**src/rtl/besl_pkg.sv**
```systemverilog
// Purpose: constants for the bus error status logger
// Assumes: apb slave, 32-bit data, 64-bit status split over two words
// Notes:   field positions follow the status layout
package besl_pkg;
  localparam logic [7:0]  ADDR_STATUS_LO = 8'h00;
  localparam logic [7:0]  ADDR_STATUS_HI = 8'h04;
  localparam logic [7:0]  ADDR_CTRL      = 8'h08;
  localparam logic [7:0]  ADDR_SIG       = 8'h0C;
  // arbitrary signature that enables the interrupt-controller-space check
  localparam logic [31:0] SIG_MATCH      = 32'h0000A5A5;
  localparam int BIT_ADDR_PAR  = 16;
  localparam int BIT_RSP_FAIL  = 17;
  localparam int BIT_RSP_PAR   = 18;
  localparam int BIT_DATA_PAR  = 19;
  localparam int BIT_ICS_WB    = 20;
  localparam int BIT_PAD_SM    = 21;
  localparam int BIT_DSTB      = 22;
  localparam int BIT_ASTB      = 23;
  localparam int BIT_EN        = 60;
  localparam int BIT_UC        = 61;
  localparam int BIT_OVER      = 62;
  localparam int BIT_VAL       = 63;
  localparam int NUM_FLAGS     = 8;
  localparam logic [4:0]  BUS_CODE_HEAD   = 5'h01;
  localparam logic [7:0]  CACHE_CODE_HEAD = 8'h01;
  localparam logic [63:0] STATUS_RESET    = 64'h0;
  localparam logic [63:0] STATUS_KEEP_MASK = 64'hFE00_0000_00FF_FFFF;
endpackage

```
**src/rtl/besl_logger.sv**
```systemverilog
// Purpose: log system bus and cache errors into a 64-bit bank status register
// Assumes: error pulses synchronous to i_clk_sys; apb master keeps protocol
// Notes:   software clears by writing zero to the status words
//
// The implementer's own choices: the register addresses and the APB interface to the registers.
`timescale 1ns/1ps

// Notes on behaviour
// RQ1: bus errors give code 00001PPTRRRRIILL in 0-15
// RQ2: bit 16 marks address parity error
// RQ3: bit 17 marks response hard failure
// RQ4: bit 18 marks response parity error
// RQ5: bit 19 marks data parity error
// RQ6: bit 20 only with matching signature
// RQ7: bit 22 marks data strobe glitch
// RQ8: bit 23 marks address strobe glitch
// RQ9: cache errors give code 00000001RRRRTTLL
// RQ10: overflow set on error while valid
// RQ11: valid set on every log, software clears
// RQ12: overwrite priority, never replace valid uncorrected
// RQ13: code and flags together, reserved zero
module besl_logger
  import besl_pkg::*;
(
  input  wire logic        i_clk_sys,    // 250 MHz clock
  input  wire logic        i_reset,      // sync reset, high
  input  wire logic        i_ce,         // clock enable
  input  wire logic        i_bus_err,    // bus error event pulse
  input  wire logic [1:0]  i_bus_pp,     // participation
  input  wire logic        i_bus_t,      // timeout
  input  wire logic [3:0]  i_bus_rrrr,   // request
  input  wire logic [1:0]  i_bus_ii,     // memory or io
  input  wire logic [1:0]  i_bus_ll,     // level
  input  wire logic [NUM_FLAGS-1:0] i_flags, // bits 16..23 detail flags
  input  wire logic        i_cache_err,  // cache error event pulse
  input  wire logic [3:0]  i_cache_rrrr, // request
  input  wire logic [1:0]  i_cache_tt,   // transaction type
  input  wire logic [1:0]  i_cache_ll,   // level
  input  wire logic        i_err_uc,     // error uncorrected
  input  wire logic        i_err_en,     // error reporting enabled
  input  wire logic        i_psel,       // apb select
  input  wire logic        i_penable,    // apb enable
  input  wire logic        i_pwrite,     // apb write
  input  wire logic [7:0]  i_paddr,      // apb address
  input  wire logic [31:0] i_pwdata,     // apb write data
  output logic [31:0]      o_prdata,     // apb read data
  output logic             o_pready,     // apb ready
  output logic             o_pslverr,    // apb error
  output logic             o_valid       // entry valid flag
);
  logic [63:0] status_reg;
  logic [63:0] status_next;
  logic [31:0] sig_reg;
  logic [31:0] prdata_reg;
  logic        pready_reg;
  logic        pslverr_reg;

  wire sig_ok    = (sig_reg == SIG_MATCH);
  wire [NUM_FLAGS-1:0] flag_mask;
  genvar g;
  generate
    for (g = 0; g < NUM_FLAGS; g++) begin : g_flag
      if (g + BIT_ADDR_PAR == BIT_ICS_WB) begin : g_ics
        assign flag_mask[g] = sig_ok; // RQ6
      end else begin : g_plain
        assign flag_mask[g] = 1'b1; // RQ2 RQ3 RQ4 RQ5 RQ7 RQ8
      end
    end
  endgenerate

  wire any_err   = i_bus_err | i_cache_err;
  wire [15:0] bus_code   = {BUS_CODE_HEAD, i_bus_pp, i_bus_t, i_bus_rrrr,
                            i_bus_ii, i_bus_ll}; // RQ1
  wire [15:0] cache_code = {CACHE_CODE_HEAD, i_cache_rrrr, i_cache_tt,
                            i_cache_ll}; // RQ9
  wire [15:0] new_code   = i_bus_err ? bus_code : cache_code;
  wire [7:0]  new_flags  = i_bus_err ? (i_flags & flag_mask) : 8'h00;

  wire old_val = status_reg[BIT_VAL];
  wire old_uc  = status_reg[BIT_UC];
  wire old_en  = status_reg[BIT_EN];
  // a valid uncorrected entry is never replaced
  // corrected entries give way unless a disabled corrected error would replace an enabled one
  wire may_over = !old_val ||
                  (!old_uc && (i_err_uc || i_err_en || !old_en)); // RQ12

  wire apb_acc  = i_psel & i_penable & pready_reg;
  wire apb_wr   = apb_acc & i_pwrite;
  wire hit_lo   = (i_paddr == ADDR_STATUS_LO);
  wire hit_hi   = (i_paddr == ADDR_STATUS_HI);
  wire hit_sig  = (i_paddr == ADDR_SIG);
  wire hit_ctrl = (i_paddr == ADDR_CTRL);
  wire hit_any  = hit_lo | hit_hi | hit_sig | hit_ctrl;

  wire [63:0] sw_status = hit_lo ? {status_reg[63:32], i_pwdata} :
                                   {i_pwdata, status_reg[31:0]};
  wire [63:0] base = (apb_wr && (hit_lo || hit_hi)) ?
                     (sw_status & STATUS_KEEP_MASK) : status_reg; // RQ10 RQ11
  wire [63:0] logged = {1'b1, base[BIT_OVER] | old_val, i_err_uc, i_err_en,
                        4'h0, 32'h0, 8'h00, 16'h0};

  always_comb begin
    status_next = base;
    if (any_err) begin
      status_next[BIT_OVER] = base[BIT_OVER] | old_val; // RQ10
      status_next[BIT_VAL]  = 1'b1; // RQ11
      if (may_over) begin
        status_next = logged; // RQ13
        status_next[23:16] = new_flags; // RQ13
        status_next[15:0]  = new_code; // RQ13
      end
    end
  end

  wire [31:0] rd_mux = hit_lo  ? status_reg[31:0] :
                       hit_hi  ? status_reg[63:32] :
                       hit_sig ? sig_reg : 32'h0;

  always_ff @(posedge i_clk_sys) begin
    if (i_reset) begin
      status_reg  <= STATUS_RESET;
      sig_reg     <= 32'h0;
      prdata_reg  <= 32'h0;
      pready_reg  <= 1'b0;
      pslverr_reg <= 1'b0;
    end else if (i_ce) begin
      status_reg  <= status_next;
      if (apb_wr && hit_sig) begin
        sig_reg <= i_pwdata;
      end
      pready_reg  <= i_psel & i_penable & !pready_reg;
      pslverr_reg <= i_psel & i_penable & !pready_reg & !hit_any;
      prdata_reg  <= (i_psel & i_penable & !pready_reg) ? rd_mux : 32'h0;
    end
  end

  assign o_prdata  = prdata_reg;
  assign o_pready  = pready_reg;
  assign o_pslverr = pslverr_reg;
  assign o_valid   = status_reg[BIT_VAL];
endmodule

```
**config.mk**
```make
export PLATFORM = sky130hd
export DESIGN_NAME = besl_logger
export DESIGN_NICKNAME = d
export VERILOG_FILES = /design/src/rtl/besl_pkg.sv /design/src/rtl/besl_logger.sv
export SDC_FILE = /design/constraint.sdc
export NUM_CORES = 1
export LEC_CHECK = 0
export ABC_AREA = 0
export BUFFER_PORTS_ARGS = -buffer_cell sky130_fd_sc_hd__buf_4
export CAP_MARGIN = 20
export CORE_UTILIZATION = 25
export CTS_CLUSTER_DIAMETER = 80
export DETAILED_ROUTE_END_ITERATION = 8
export GPL_ROUTABILITY_DRIVEN = 0
export REMOVE_ABC_BUFFERS = 1
export SLEW_MARGIN = 20
export SYNTH_ARGS = -nofsm -noshare
export SYNTH_HDL_FRONTEND = slang
export SYNTH_SLANG_ARGS = --single-unit
```
**constraint.sdc**
```tcl
create_clock -name i_clk_sys -period 2.95 [get_ports i_clk_sys]
set_clock_uncertainty 0.05 [all_clocks]
set_input_delay 0.59 -clock i_clk_sys [delete_from_list [all_inputs] [get_ports i_clk_sys]]
set_output_delay 0.59 -clock i_clk_sys [all_outputs]
set_load 0.05 [all_outputs]
```
-- Word-level counts from Yosys, hierarchy flattened
Index checks and enable logic that the tools add are counted.
W data, S select, Z words.
- register bits after elaboration: 130
- input port bits: 77
- output and inout port bits: 35
- logic and storage cells: 48
- equality and inequality tests: 5
- multiplexer cells: 10
- bitwise logic cells: 11
- reductions and logical operators: 16
- operators by type and width (operator ; number):
    $mux W64 ; 3
    $mux W32 ; 4
    $mux W62 ; 1
    $eq A32 B16 Y1 const B ; 1
    $eq A8 B4 Y1 const B ; 2
    $mux W12 ; 1
    $and A8 B8 Y8 ; 1
    $eq A8 B3 Y1 const B ; 1
    $logic_not A8 Y1 ; 1
    $mux W8 ; 1
    $and A1 B1 Y1 ; 5
    $logic_not A1 Y1 ; 5
    $or A1 B1 Y1 ; 5
    $logic_or A1 B1 Y1 ; 4
    $logic_and A1 B1 Y1 ; 3
    $reduce_and A3 Y1 ; 1
    $ne A2 B2 Y1 const B ; 1
    $reduce_and A2 Y1 ; 1
    $reduce_bool A2 Y1 ; 1

-- Depth between registers and ports, before layout
Gate-level depths: netlist (run 1).
- depth in word-level cells: 7
- depth in mapped cells: 9
- gate-level depth less buffers: 5

-- Least setup slack after synthesis (run 1)
Ideal clock, no wire load.
- kind: in2reg
- from: input i_paddr[1]
- to: register sig_reg[1]
- library setup time: 132 ps
- arrival: 2184 ps
- data required time: 2768 ps
- slack: 584 ps
- stages: 7
- cells stage by stage: or4_4 or2_1 or3_1 clkbuf_1 buf_2 nand2_1 a21oi_1
- word-level cells in the longest chain between the ends: 3
- ends and longest elaborated chain (what ; line ; text):
    start: declaration ; besl_logger.sv:44 ; input wire logic [7:0] i_paddr,
    $eq A8 B4 Y1 ; besl_logger.sv:91 ; wire hit_sig = (i_paddr == ADDR_SIG);
    $logic_and A1 B1 Y1 ; besl_logger.sv:128 ; if (apb_wr && hit_sig) begin
    $reduce_and A2 Y1 (no line) ; n/a ;
    end signal: assignment ; besl_logger.sv:129 ; sig_reg <= i_pwdata;
    end: declaration ; besl_logger.sv:53 ; logic [31:0] sig_reg;
No other way between the ends.
A chain may end at the register's enable or synchronous reset.

-- Final worst setup path (run 1)
- from: register status_reg[63]
- to: register status_reg[21]
- word-level cells in the longest chain between the ends: 4
- ends and longest elaborated chain (what ; line ; text):
    start: declaration ; besl_logger.sv:51 ; logic [63:0] status_reg;
    start signal: assignment ; besl_logger.sv:127 ; status_reg <= status_next;
    $logic_not A1 Y1 ; besl_logger.sv:84 ; wire may_over = !old_val ||
    $logic_or A1 B1 Y1 ; besl_logger.sv:84 ;
    $mux W62 ; besl_logger.sv:107 ; if (may_over) begin
    $mux W64 ; besl_logger.sv:104 ; if (any_err) begin
No other way between the ends.

==> results summary, run 1 <==
The maximum number of pins on one net before global-route repair is 45. The post-CTS setup repair buffer count is 0. The detailed placer's ending HPWL came out at 12600 um. The total of hold buffers inserted after clock tree synthesis came out at 0. The detailed-route vias per instance is 4.85. Max-cap violations in this run came to 0. Port buffering added 111 buffers. The highest net fanout along the worst path came out at 10. The cell area that synthesis handed to floorplanning was 5480 sq um. After detailed routing, the average wire length per cell comes to 17.1 um. The number of DRC violations after detailed routing came out at 0. The post-synthesis async set-or-reset flop share came out at 0%.

Cells with a size suffix above 1 make up 23.1% of the layout. The clock-pin slew on the worst setup and hold paths came out at 50 ps. Of the synthesized area, sequential elements account for 47.5%.

In the final layout, flip-flops and latches occupy 2600 sq um. The first-pass GRT wire length came out at 27800 um. The total instance count after detailed placement came out at 1027. The overall global routing resource usage is 16.6%. Once routing completed, OpenROAD measured the worst setup slack at 548 ps. The number of gates resized after CTS was 0.

The worst slew margin relative to its limit came out at 43.6%. The power after layout came out at 0.00406 W. The largest vdd supply drop is 0.377 mV. The path category of the worst min-delay check is in -> reg. 112 I/O pins were placed. The final worst-path cycle share came out at 81.4%.

The run finished with clean final reports. The initial antenna violation count came out at 0. In the synthesized netlist the dominant register cell turns out to be sky130_fd_sc_hd__dfxtp_1. 0 antenna diodes ended up in the layout.

STA classifies the critical path endpoint as a register. For the pin with the worst max-slew slack, the measured transition is 842 ps. The number of buffers added by the clock tree synthesis step came out at 17. The data required time at the worst endpoint came out at 3250 ps. The detailed-router iteration count before antenna repair came out at 5.

The number of flip-flops in the largest register is 64. In this run the core area contains 53 standard-cell rows. In this run, synthesis inferred 0 flip-flops with an integrated enable.

The footprint of the multi-input gates is 2530 sq um. The worst setup path is of the reg -> reg kind. After the first detailed-routing iteration, the DRC count stood at 367. The hold violation count in the final report came out at 0. The remaining antenna violation count came out at 0. In this run, synthesis produced a sequential element count of 130. The number of distinct standard cells referenced by the synthesized netlist came out at 47.

The final number of max-transition violations was 0. The count of synthesis-stage warnings from yosys is 0. The slack of the worst reg-to-reg path is 550 ps.

The routed design could run at a clock period as short as 2400 ps. The maximum level of the CTS H-tree is 4. Counting the fill cells in the layout gives 2236. The accumulated negative setup slack came out at 0 ps. TritonCTS built the clock tree.

The signal arrival time at the worst endpoint came out at 2700 ps. Power spread over the standard cell area amounts to 565 nW/um^2. Static timing analysis puts the maximum clock frequency at 416 MHz. The die span in x is 150 um.

The remaining global-route overflow came out at 0. The mean area per synthesized cell came out at 8.18 sq um. From synthesis to final layout, the design area changed by 31.1%. The placement-stage worst setup slack is 280 ps. STA classifies the critical path startpoint as a register.

The cell at the root of the clock tree is sky130_fd_sc_hd__clkbuf_16. The later pin in the worst-skew pair is clocked with a latency of 420 ps. The total number of clock tree sinks is 130. The leakage power of the design came out at 2.63 nW. The gate count after technology mapping is 670. The via count of the first global-routing pass is 4937. The height of the die came out at 150 um. Setup repair after global routing left no endpoint under its margin. For this block, the via count after detailed routing is 5131. The count of nets after finishing is 848. The count of non-filler cells in the finished layout is 1057. The floorplan die area came out at 22500 sq um.

The maximum number of buffers from clock root to sink is 2. The effective utilization at floorplan came out at 25.7%. Setup violations remaining at the end of the flow were counted as 0. The placeable core region came out at 21300 sq um. The post-detailed-routing wire length came out at 18000 um.
==> metrics by stage <==
stage / hold WS [ps] / cell area [sq um] / util (%)
floorplan: 371 / 5250 / -
global route: 317 / 7180 / 33.7
CTS: 319 / 7180 / 33.7
finish: 330 / 7180 / 33.7
detailed placement: 385 / 6650 / 31.3
global placement: 382 / 6650 / 31.3
==> path summary, 6_finish.rpt <==
check | start | endpoint | cells past startpoint
max reg2reg | status_reg[63] | status_reg[21] | 6
min reg2reg | status_reg[45] | status_reg[45] | 2
min | i_bus_pp[0] | status_reg[9] | 3
max | status_reg[63] | status_reg[21] | 6
==> logic make-up (layout without fill, tap and decap cells) <==
kind of cell / count (synthesis) / in the layout / synth area share [%]
buffers and inverters: 92 / 204 / 6.65
flip-flops: 130 / 130 / 47.5
AND/OR/NAND/NOR: 247 / 247 / 22.6
multiplexers: 12 / 12 / 2.26
AO/OA/AOI/OAI: 189 / 189 / 21.0
==> power by group <==
part / internal [W] / switching (W)
Sequential: 0.00178 / 0.0000134
Combinational: 0.000143 / 0.000209
Clock: 0.00119 / 0.000730
==> cells in the final DEF, fill, tap and decap left out, drive strengths merged, types with 4 or more instances in the layout <==
master  instances
clkbuf         24
a22oi          36
clkinv          4
nand2         115
a21oi          89
nand4           5
nor4bb          4
mux2i           9
buf           137
a221oi          4
nor4            7
dfxtp         130
o21ai          35
and2           11
nor3           34
or3            33
a32oi           6
nand2b          6
inv            37
nor2           20
==> synth_stat cells (2+ instances only) <==
cell type	number	share of area, %
sky130_fd_sc_hd__dfxtp_1	130	47
sky130_fd_sc_hd__nand2_1	115	7.9
sky130_fd_sc_hd__a21oi_1	88	8.0
sky130_fd_sc_hd__clkbuf_1	43	2.9
sky130_fd_sc_hd__inv_1	37	2.5
sky130_fd_sc_hd__a22oi_1	36	4.9
sky130_fd_sc_hd__o21ai_0	35	3.2
sky130_fd_sc_hd__nor3_1	33	3.0
sky130_fd_sc_hd__or3_1	33	3.8
sky130_fd_sc_hd__nor2_1	19	1.3
sky130_fd_sc_hd__and2_1	11	1.3
sky130_fd_sc_hd__buf_2	9	0.82
sky130_fd_sc_hd__mux2i_1	9	1.6
sky130_fd_sc_hd__a32oi_1	6	0.96
sky130_fd_sc_hd__nand2b_1	6	0.69
sky130_fd_sc_hd__nand4_1	5	0.57
sky130_fd_sc_hd__nor4_1	5	0.57
sky130_fd_sc_hd__nor4bb_1	4	0.73
sky130_fd_sc_hd__a221oi_1	3	0.48
sky130_fd_sc_hd__mux2_2	3	0.62
sky130_fd_sc_hd__o221a_2	3	0.62
sky130_fd_sc_hd__o31ai_1	3	0.41
sky130_fd_sc_hd__a211oi_1	2	0.27
sky130_fd_sc_hd__a31oi_1	2	0.23
sky130_fd_sc_hd__buf_4	2	0.27
sky130_fd_sc_hd__nand3_1	2	0.18
sky130_fd_sc_hd__nor4_4	2	0.78
sky130_fd_sc_hd__o211ai_1	2	0.27
sky130_fd_sc_hd__o22ai_1	2	0.23
sky130_fd_sc_hd__or2_2	2	0.23
sky130_fd_sc_hd__or4_4	2	0.41
==> layer usage <==
layer	wire (um)	part of all wire (%)	track usage, %	up-vias
met5	0	0	0	-
met4	243	1.3	5.45	0
met3	1180	6.5	4.24	19
met2	8300	46	25.8	156
met1	8320	46	22.2	2405
li1	-	-	-	2551
==> worst max-delay path, stage by stage (launching register included) <==
cell                       delay [ps]
sky130_fd_sc_hd__dfxtp_1          430
sky130_fd_sc_hd__nor4bb_1         580
sky130_fd_sc_hd__nor3_1           150
sky130_fd_sc_hd__nor2_1           670
sky130_fd_sc_hd__buf_4            270
sky130_fd_sc_hd__nand2_1           60
sky130_fd_sc_hd__a21oi_1          110
==> area by class of cell <==
cell class,instances,share of cell area [%]
sequential,130,36.2
multi-input combinational,448,35.2
timing repair buffer,137,14.5
clock buffer,24,6.57
tap,275,4.79
inverter,37,1.93
clock inverter,6,0.801
Power figures use the tool's default switching activity.
==> inputs of run 2 (changes only) <==
- clock period: 2.95 -> 2.37 ns (I/O delays scaled with it)
==> results summary, run 2 (synthesized netlist as in run 1, its figures left out) <==
The average wire per standard cell is 17.1 um (+0.11%). The final number of setup-violating endpoints came to 0 (unchanged). The worst setup path is captured at a register. The data required time at the worst endpoint was 2670 ps (-580 ps). Among cell families on the critical path, the largest total delay comes from simple AND/OR/NAND/NOR gates. The signal arrival time at the worst endpoint came out at 2420 ps (-280 ps). Leaving out fill and tap cells, the most frequent cell in the layout is sky130_fd_sc_hd__buf_4. The final number of max-transition violations is 0 (unchanged).

The tree is rooted in a sky130_fd_sc_hd__clkbuf_16. The post-detailed-routing wire length was 18300 um (+1.4%). The worst hold slack across all endpoints came out at 212 ps (-118 ps).

The number of buffers added by the clock tree synthesis step was 17 (unchanged). Setup repair after global routing left no endpoint under its margin. The count of nets after finishing is 860 (+1.4%). The detailed-router iteration count before antenna repair came out at 6 (+1).

The post-cts resize count came out at 0 (unchanged). The critical path goes through nor4bb_1, nor2_1, nor4_4, buf_4, a22oi_1, nor2_1. The number of DRC violations after detailed routing is 0 (unchanged). The top-level I/O count came out at 112 (unchanged).

Compared with the post-synthesis result, the final layout area differs by 35.8%. The total number of clock tree sinks came out at 130 (unchanged). The via count of the first global-routing pass came out at 4944 (+0.14%). The total instance count after detailed placement came out at 1039 (+1.2%). The minimum clock period after layout came to 2110 ps (-291 ps). The slew at the pin with the worst max-slew slack is 592 ps (-250 ps). The power density relative to cell area is 756 nW/um^2 (+34%). The worst slew margin relative to its limit is 60.0% (+16 points).

The detailed placer's ending HPWL came out at 12700 um (+0.62%). The maximum number of buffers from clock root to sink came out at 2 (unchanged). The delay of the slowest critical-path stage came to 590 ps (-80 ps). The overall global routing resource usage is 16.8% (+0.21 points). STA classifies the critical path startpoint as a register. The number of flip-flops in the largest register is 64 (unchanged). The placement-stage worst setup slack came out at -85.8 ps (-366 ps).

The total of hold buffers inserted after clock tree synthesis is 0 (unchanged). The maximum number of pins on one net before global-route repair is 95 (+110%). The hold violation count in the final report is 0 (unchanged).

The maximum level of the CTS H-tree came out at 4 (unchanged). The largest vdd supply drop came out at 0.439 mV (+16%). The effective utilization at floorplan is 25.7% (unchanged). The final worst-path cycle share was 89.1% (+7.7 points). The height of the die is 150 um (unchanged). The run finished with clean final reports.

The remaining global-route overflow is 0 (unchanged). The count of non-filler cells in the finished layout came out at 1071 (+1.3%). The critical path's slowest cell is sky130_fd_sc_hd__nor4bb_1. The detailed router's first-iteration violation count is 314 (-14%).

The post-CTS setup repair buffer count came to 0 (unchanged). The number of cell rows came out at 53 (unchanged). Among the stages of the critical path, the cell type that occurs most often is sky130_fd_sc_hd__nor2_1. The total vias in the final route is 5220 (+1.7%). The floorplan die area came out at 22500 sq um (unchanged). The leakage power of the design is 2.75 nW (+4.5%).

The clock-pin slew on the worst setup and hold paths is 60 ps (about the same). TritonCTS built the clock tree. The die span in x came out at 150 um (unchanged). The number of antenna repair diodes was 0 (unchanged).

The highest net fanout along the worst path is 6 (-4). The critical path buffer and inverter count was 1 (unchanged). The final worst setup slack came out at 259 ps (-289 ps). The path class of the tightest hold or removal check is in -> reg.

The detailed-route vias per instance came out at 4.87 (+0.40%). The critical path is of the reg -> reg type. The remaining antenna violation count is 0 (unchanged). The placeable core region is 21300 sq um (unchanged). The share of cells above drive strength 1 was 25.1% (+2.0 points). The max-cap violation count is 0 (unchanged). The initial antenna violation count came to 0 (unchanged). The library cells used most frequently in the layout, excluding fill and tap cells, are sky130_fd_sc_hd__buf_4, sky130_fd_sc_hd__dfxtp_1, sky130_fd_sc_hd__nand2_1. The count of input and output buffers came out at 111 (unchanged). The first-pass GRT wire length came out at 28400 um (+2.3%). The fmax came out at 474 MHz (+14%).

The insertion delay to the later sink of the worst-skew pair came to 420 ps (about the same).
[run 2: final cells by class]
| class | instances | area, sq um |
|---|---|---|
| Multi-Input combinational cell | 448 | 2530 |
| Clock buffer | 20 | 467 |
| Clock inverter | 12 | 204 |
| Fill cell | 2222 | 13800 |
| Sequential cell | 130 | 2600 |
| Timing Repair Buffer | 149 | 1160 |
| Tap cell | 275 | 344 |
| Inverter | 37 | 139 |
[run 2: path summary, 6_finish.rpt]
path / from / to / slack, ps / cells after the start
setup / recovery: status_reg[63] / status_reg[13] / 260 / 6
hold / removal: i_flags[6] / status_reg[22] / 210 / 3
setup reg to reg: status_reg[63] / status_reg[13] / 260 / 6
hold reg to reg: status_reg[50] / status_reg[50] / 400 / 2
[run 2: metrics by stage]
step | setup TNS [ps] | instance area [sq um] | power, W | utilization (%)
2_1_floorplan | -28870 | 5250 | 0.00244 | -
3_3_place_gp | -1500 | 6770 | 0.00272 | 31.8
3_5_place_dp | -2510 | 6770 | 0.00272 | 31.8
4_1_cts | 0 | 7440 | 0.00566 | 34.9
5_1_grt | 0 | 7440 | 0.00580 | 34.9
6_report | 0 | 7440 | 0.00562 | 34.9
[run 2: where the power goes]
group	internal, W	leakage, nW	switching [W]
registers	0.00221	1.05	0.0000178
clock network	0.00195	0.307	0.000993
logic	0.000188	1.39	0.000259
total	0.00435	2.75	0.00127
[run 2: worst reg2reg max path, delay by kind of cell, from the launching register on]
family | cells | cell delay (ps)
compound gates | 1 | 80
buf+inv | 1 | 210
flops | 1 | 430
simple gates | 4 | 1290
[run 2: per-layer routing]
metal	global-route usage [%]	routed length [um]	vias up	part of all wire, %
met3	3.99	1130	16	6.2
met5	0	0	-	0
li1	-	-	2568	-
met1	23.2	8490	2479	46
met2	25.9	8450	157	46
met4	4.70	231	0	1.3
==> inputs of run 3 (changes only) <==
- CORE_ASPECT_RATIO: unset -> 1.2
- PLACE_DENSITY_LB_ADDON: unset -> 0.25
==> results summary, run 3 (synthesized netlist as in run 1, its figures left out) <==
The total number of clock tree sinks came to 130 (unchanged). The final number of max-transition violations was 0 (unchanged). The worst reg2reg path endpoint is status_reg[5].

The post-detailed-routing wire length came out at 18400 um (+0.68%). The slew at the pin with the worst max-slew slack came out at 686 ps (+94.2 ps). The overall global routing resource usage came to 17.1% (+0.27 points). The timing startpoint of the critical path is status_reg[63]. The placeable core region is 21200 sq um (-0.45%). The number of flip-flops in the largest register is 64 (unchanged). The maximum level of the CTS H-tree came out at 4 (unchanged). In this run the critical register-to-register path is launched from status_reg[63]. TritonCTS built the clock tree. The number of cell rows came out at 58 (+9.4%).

The maximum number of pins on one net before global-route repair came out at 73 (-23%). In this run the most used layer during global routing was met2. The first-pass GRT wire length is 28300 um (-0.27%). The remaining antenna violation count came to 0 (unchanged). The met3 demand-to-capacity share in global routing was 3.58% (-0.41 points). The count of nets after finishing is 865 (+0.58%). The minimum clock period after layout is 2140 ps (+30.8 ps).

The data required time at the worst endpoint is 2620 ps (-50 ps). The power density relative to cell area is 697 nW/um^2 (-7.8%). CTS placed an instance of sky130_fd_sc_hd__clkbuf_16 at the clock tree root. The cell area after placement is 6810 sq um (+0.65%). The maximum number of buffers from clock root to sink came out at 2 (unchanged). Leaving out fill and tap cells, the most frequent cell in the layout is sky130_fd_sc_hd__buf_4. The number of antenna repair diodes came out at 0 (unchanged).

The post-layout instance area is 7360 sq um (-1.0%). The share of cells above drive strength 1 came out at 25.4% (+0.25 points). The count of input and output buffers is 111 (unchanged). The number of DRC violations after detailed routing is 0 (unchanged). The path with the worst hold slack has its endpoint at status_reg[22]. The detailed-route vias per instance is 4.77 (-2.1%). The max-cap violation count is 0 (unchanged). The final worst-path cycle share is 90.4% (+1.3 points). The detailed router's first-iteration violation count came out at 322 (+2.5%). The type of element launching the critical path is a register. The detailed placer's ending HPWL is 12900 um (+1.7%). The post-cts resize count came out at 0 (unchanged). In this run the most critical hold path is launched from i_flags[6].

The number of buffers added by the clock tree synthesis step is 17 (unchanged). The fmax is 467 MHz (-1.4%). The critical path capture point type is a register. The highest net fanout along the worst path came to 6 (unchanged). The min-delay analysis places its worst path in the category in -> reg. The number of cells on the worst hold path is 3 (unchanged). By startpoint and endpoint, the worst setup path is classified as reg -> reg. The height of the die came out at 164 um (+9.4%). The signal arrival time at the worst endpoint came to 2390 ps (-30 ps). The worst slew margin relative to its limit came out at 54.1% (-5.9 points). The clock-pin slew on the worst setup and hold paths came out at 60 ps (about the same).

The total vias in the final route was 5104 (-2.2%). In the layout the commonest cells are sky130_fd_sc_hd__buf_4, sky130_fd_sc_hd__dfxtp_1, sky130_fd_sc_hd__nand2_1. The layout filler cell count came to 2246 (+1.1%).

The average wire per standard cell is 17.2 um (+0.77%). The initial antenna violation count came out at 0 (unchanged). The fraction of met2 tracks used by global routing is 28.8% (+2.9 points).

The number of cells traversed by the worst register-to-register path came out at 7 (+1). The run finished with clean final reports. The final worst setup slack came out at 228 ps (-30.8 ps).

The total of hold buffers inserted after clock tree synthesis came out at 0 (unchanged). The remaining global-route overflow is 0 (unchanged). The slack of the worst reg-to-reg path is 230 ps (-30 ps). The floorplan die area came out at 22500 sq um (about the same). The placement-stage worst setup slack was -114 ps (-28.3 ps). The leakage power of the design came out at 2.73 nW (-0.53%). The largest vdd supply drop is 0.519 mV (+18%). Setup repair after global routing left no endpoint under its margin.

The post-CTS setup repair buffer count came to 0 (unchanged). The final number of setup-violating endpoints came out at 0 (unchanged). The detailed-router iteration count before antenna repair is 4 (-2). The effective utilization at floorplan was 25.9% (+0.12 points). The core occupancy in the finished layout was 34.7% (-0.21 points). The fraction of met1 tracks used by global routing is 21.2% (-2.0 points). The top-level I/O count came out at 112 (unchanged). The area added between synthesis and finish is 34.4%.

The via count of the first global-routing pass came out at 5011 (+1.4%). The die span in x is 137 um (-8.6%). The hold violation count in the final report came out at 0 (unchanged). The insertion delay to the later sink of the worst-skew pair came out at 430 ps (about the same).
-- run 3: cell types whose count changed in the layout (fill, tap and decap cells not counted) --
cell	before	now
sky130_fd_sc_hd__clkbuf_8	3	2
sky130_fd_sc_hd__clkbuf_1	0	2
sky130_fd_sc_hd__buf_4	146	150
sky130_fd_sc_hd__nor2_2	2	3
sky130_fd_sc_hd__buf_12	3	4
sky130_fd_sc_hd__clkinvlp_4	6	3
sky130_fd_sc_hd__bufinv_16	5	1
sky130_fd_sc_hd__clkinv_2	0	5
sky130_fd_sc_hd__nor2_1	18	17
-- run 3: worst max-delay path by stage --
stage	to	cells after the start
after floorplan	status_reg[11]	5
after global placement	status_reg[8]	6
after detailed placement	status_reg[21]	8
after CTS	status_reg[21]	7
after global routing	status_reg[1]	7
final	status_reg[5]	7
-- run 3: power breakdown --
| part | switching, W | internal (W) |
|---|---|---|
| combinational | 0.000262 | 0.000197 |
| sequential | 0.0000156 | 0.00221 |
| clock | 0.000959 | 0.00148 |
-- run 3: final cells by class --
| type | instances | area [sq um] | share of cell area, % |
|---|---|---|---|
| timing repair buffer | 154 | 1210 | 16.4 |
| sequential | 130 | 2600 | 35.4 |
| multi-input combinational | 448 | 2530 | 34.4 |
| clock buffer | 21 | 460 | 6.25 |
| clock inverter | 10 | 86.3 | 1.17 |
| tap | 270 | 338 | 4.59 |
| inverter | 37 | 139 | 1.89 |
-- run 3: critical path, stage by stage, from the launching register on --
cell and delay [ps]:
sky130_fd_sc_hd__dfxtp_1 340, sky130_fd_sc_hd__buf_4 150, sky130_fd_sc_hd__o2bb2ai_1 140, sky130_fd_sc_hd__buf_4 140
sky130_fd_sc_hd__nor2_1 520, sky130_fd_sc_hd__nand2_1 230, sky130_fd_sc_hd__a221oi_1 360, sky130_fd_sc_hd__nor3_1 80
-- run 3: layer usage --
| metal | vias up | wire length [um] |
|---|---|---|
| met5 | - | 0 |
| met4 | 0 | 267 |
| met3 | 15 | 894 |
| met2 | 114 | 9350 |
| met1 | 2394 | 7920 |
| li1 | 2581 | - |
-- run 3: per-stage QoR --
step	setup TNS, ps	instances	hold slack (ps)	total power [W]
detailed placement	-4080	1039	385	0.00274
finish	0	1070	199	0.00513
floorplan	-28870	615	371	0.00244
global route	0	1070	205	0.00533
global placement	-2200	1039	381	0.00274
CTS	0	1070	182	0.00520
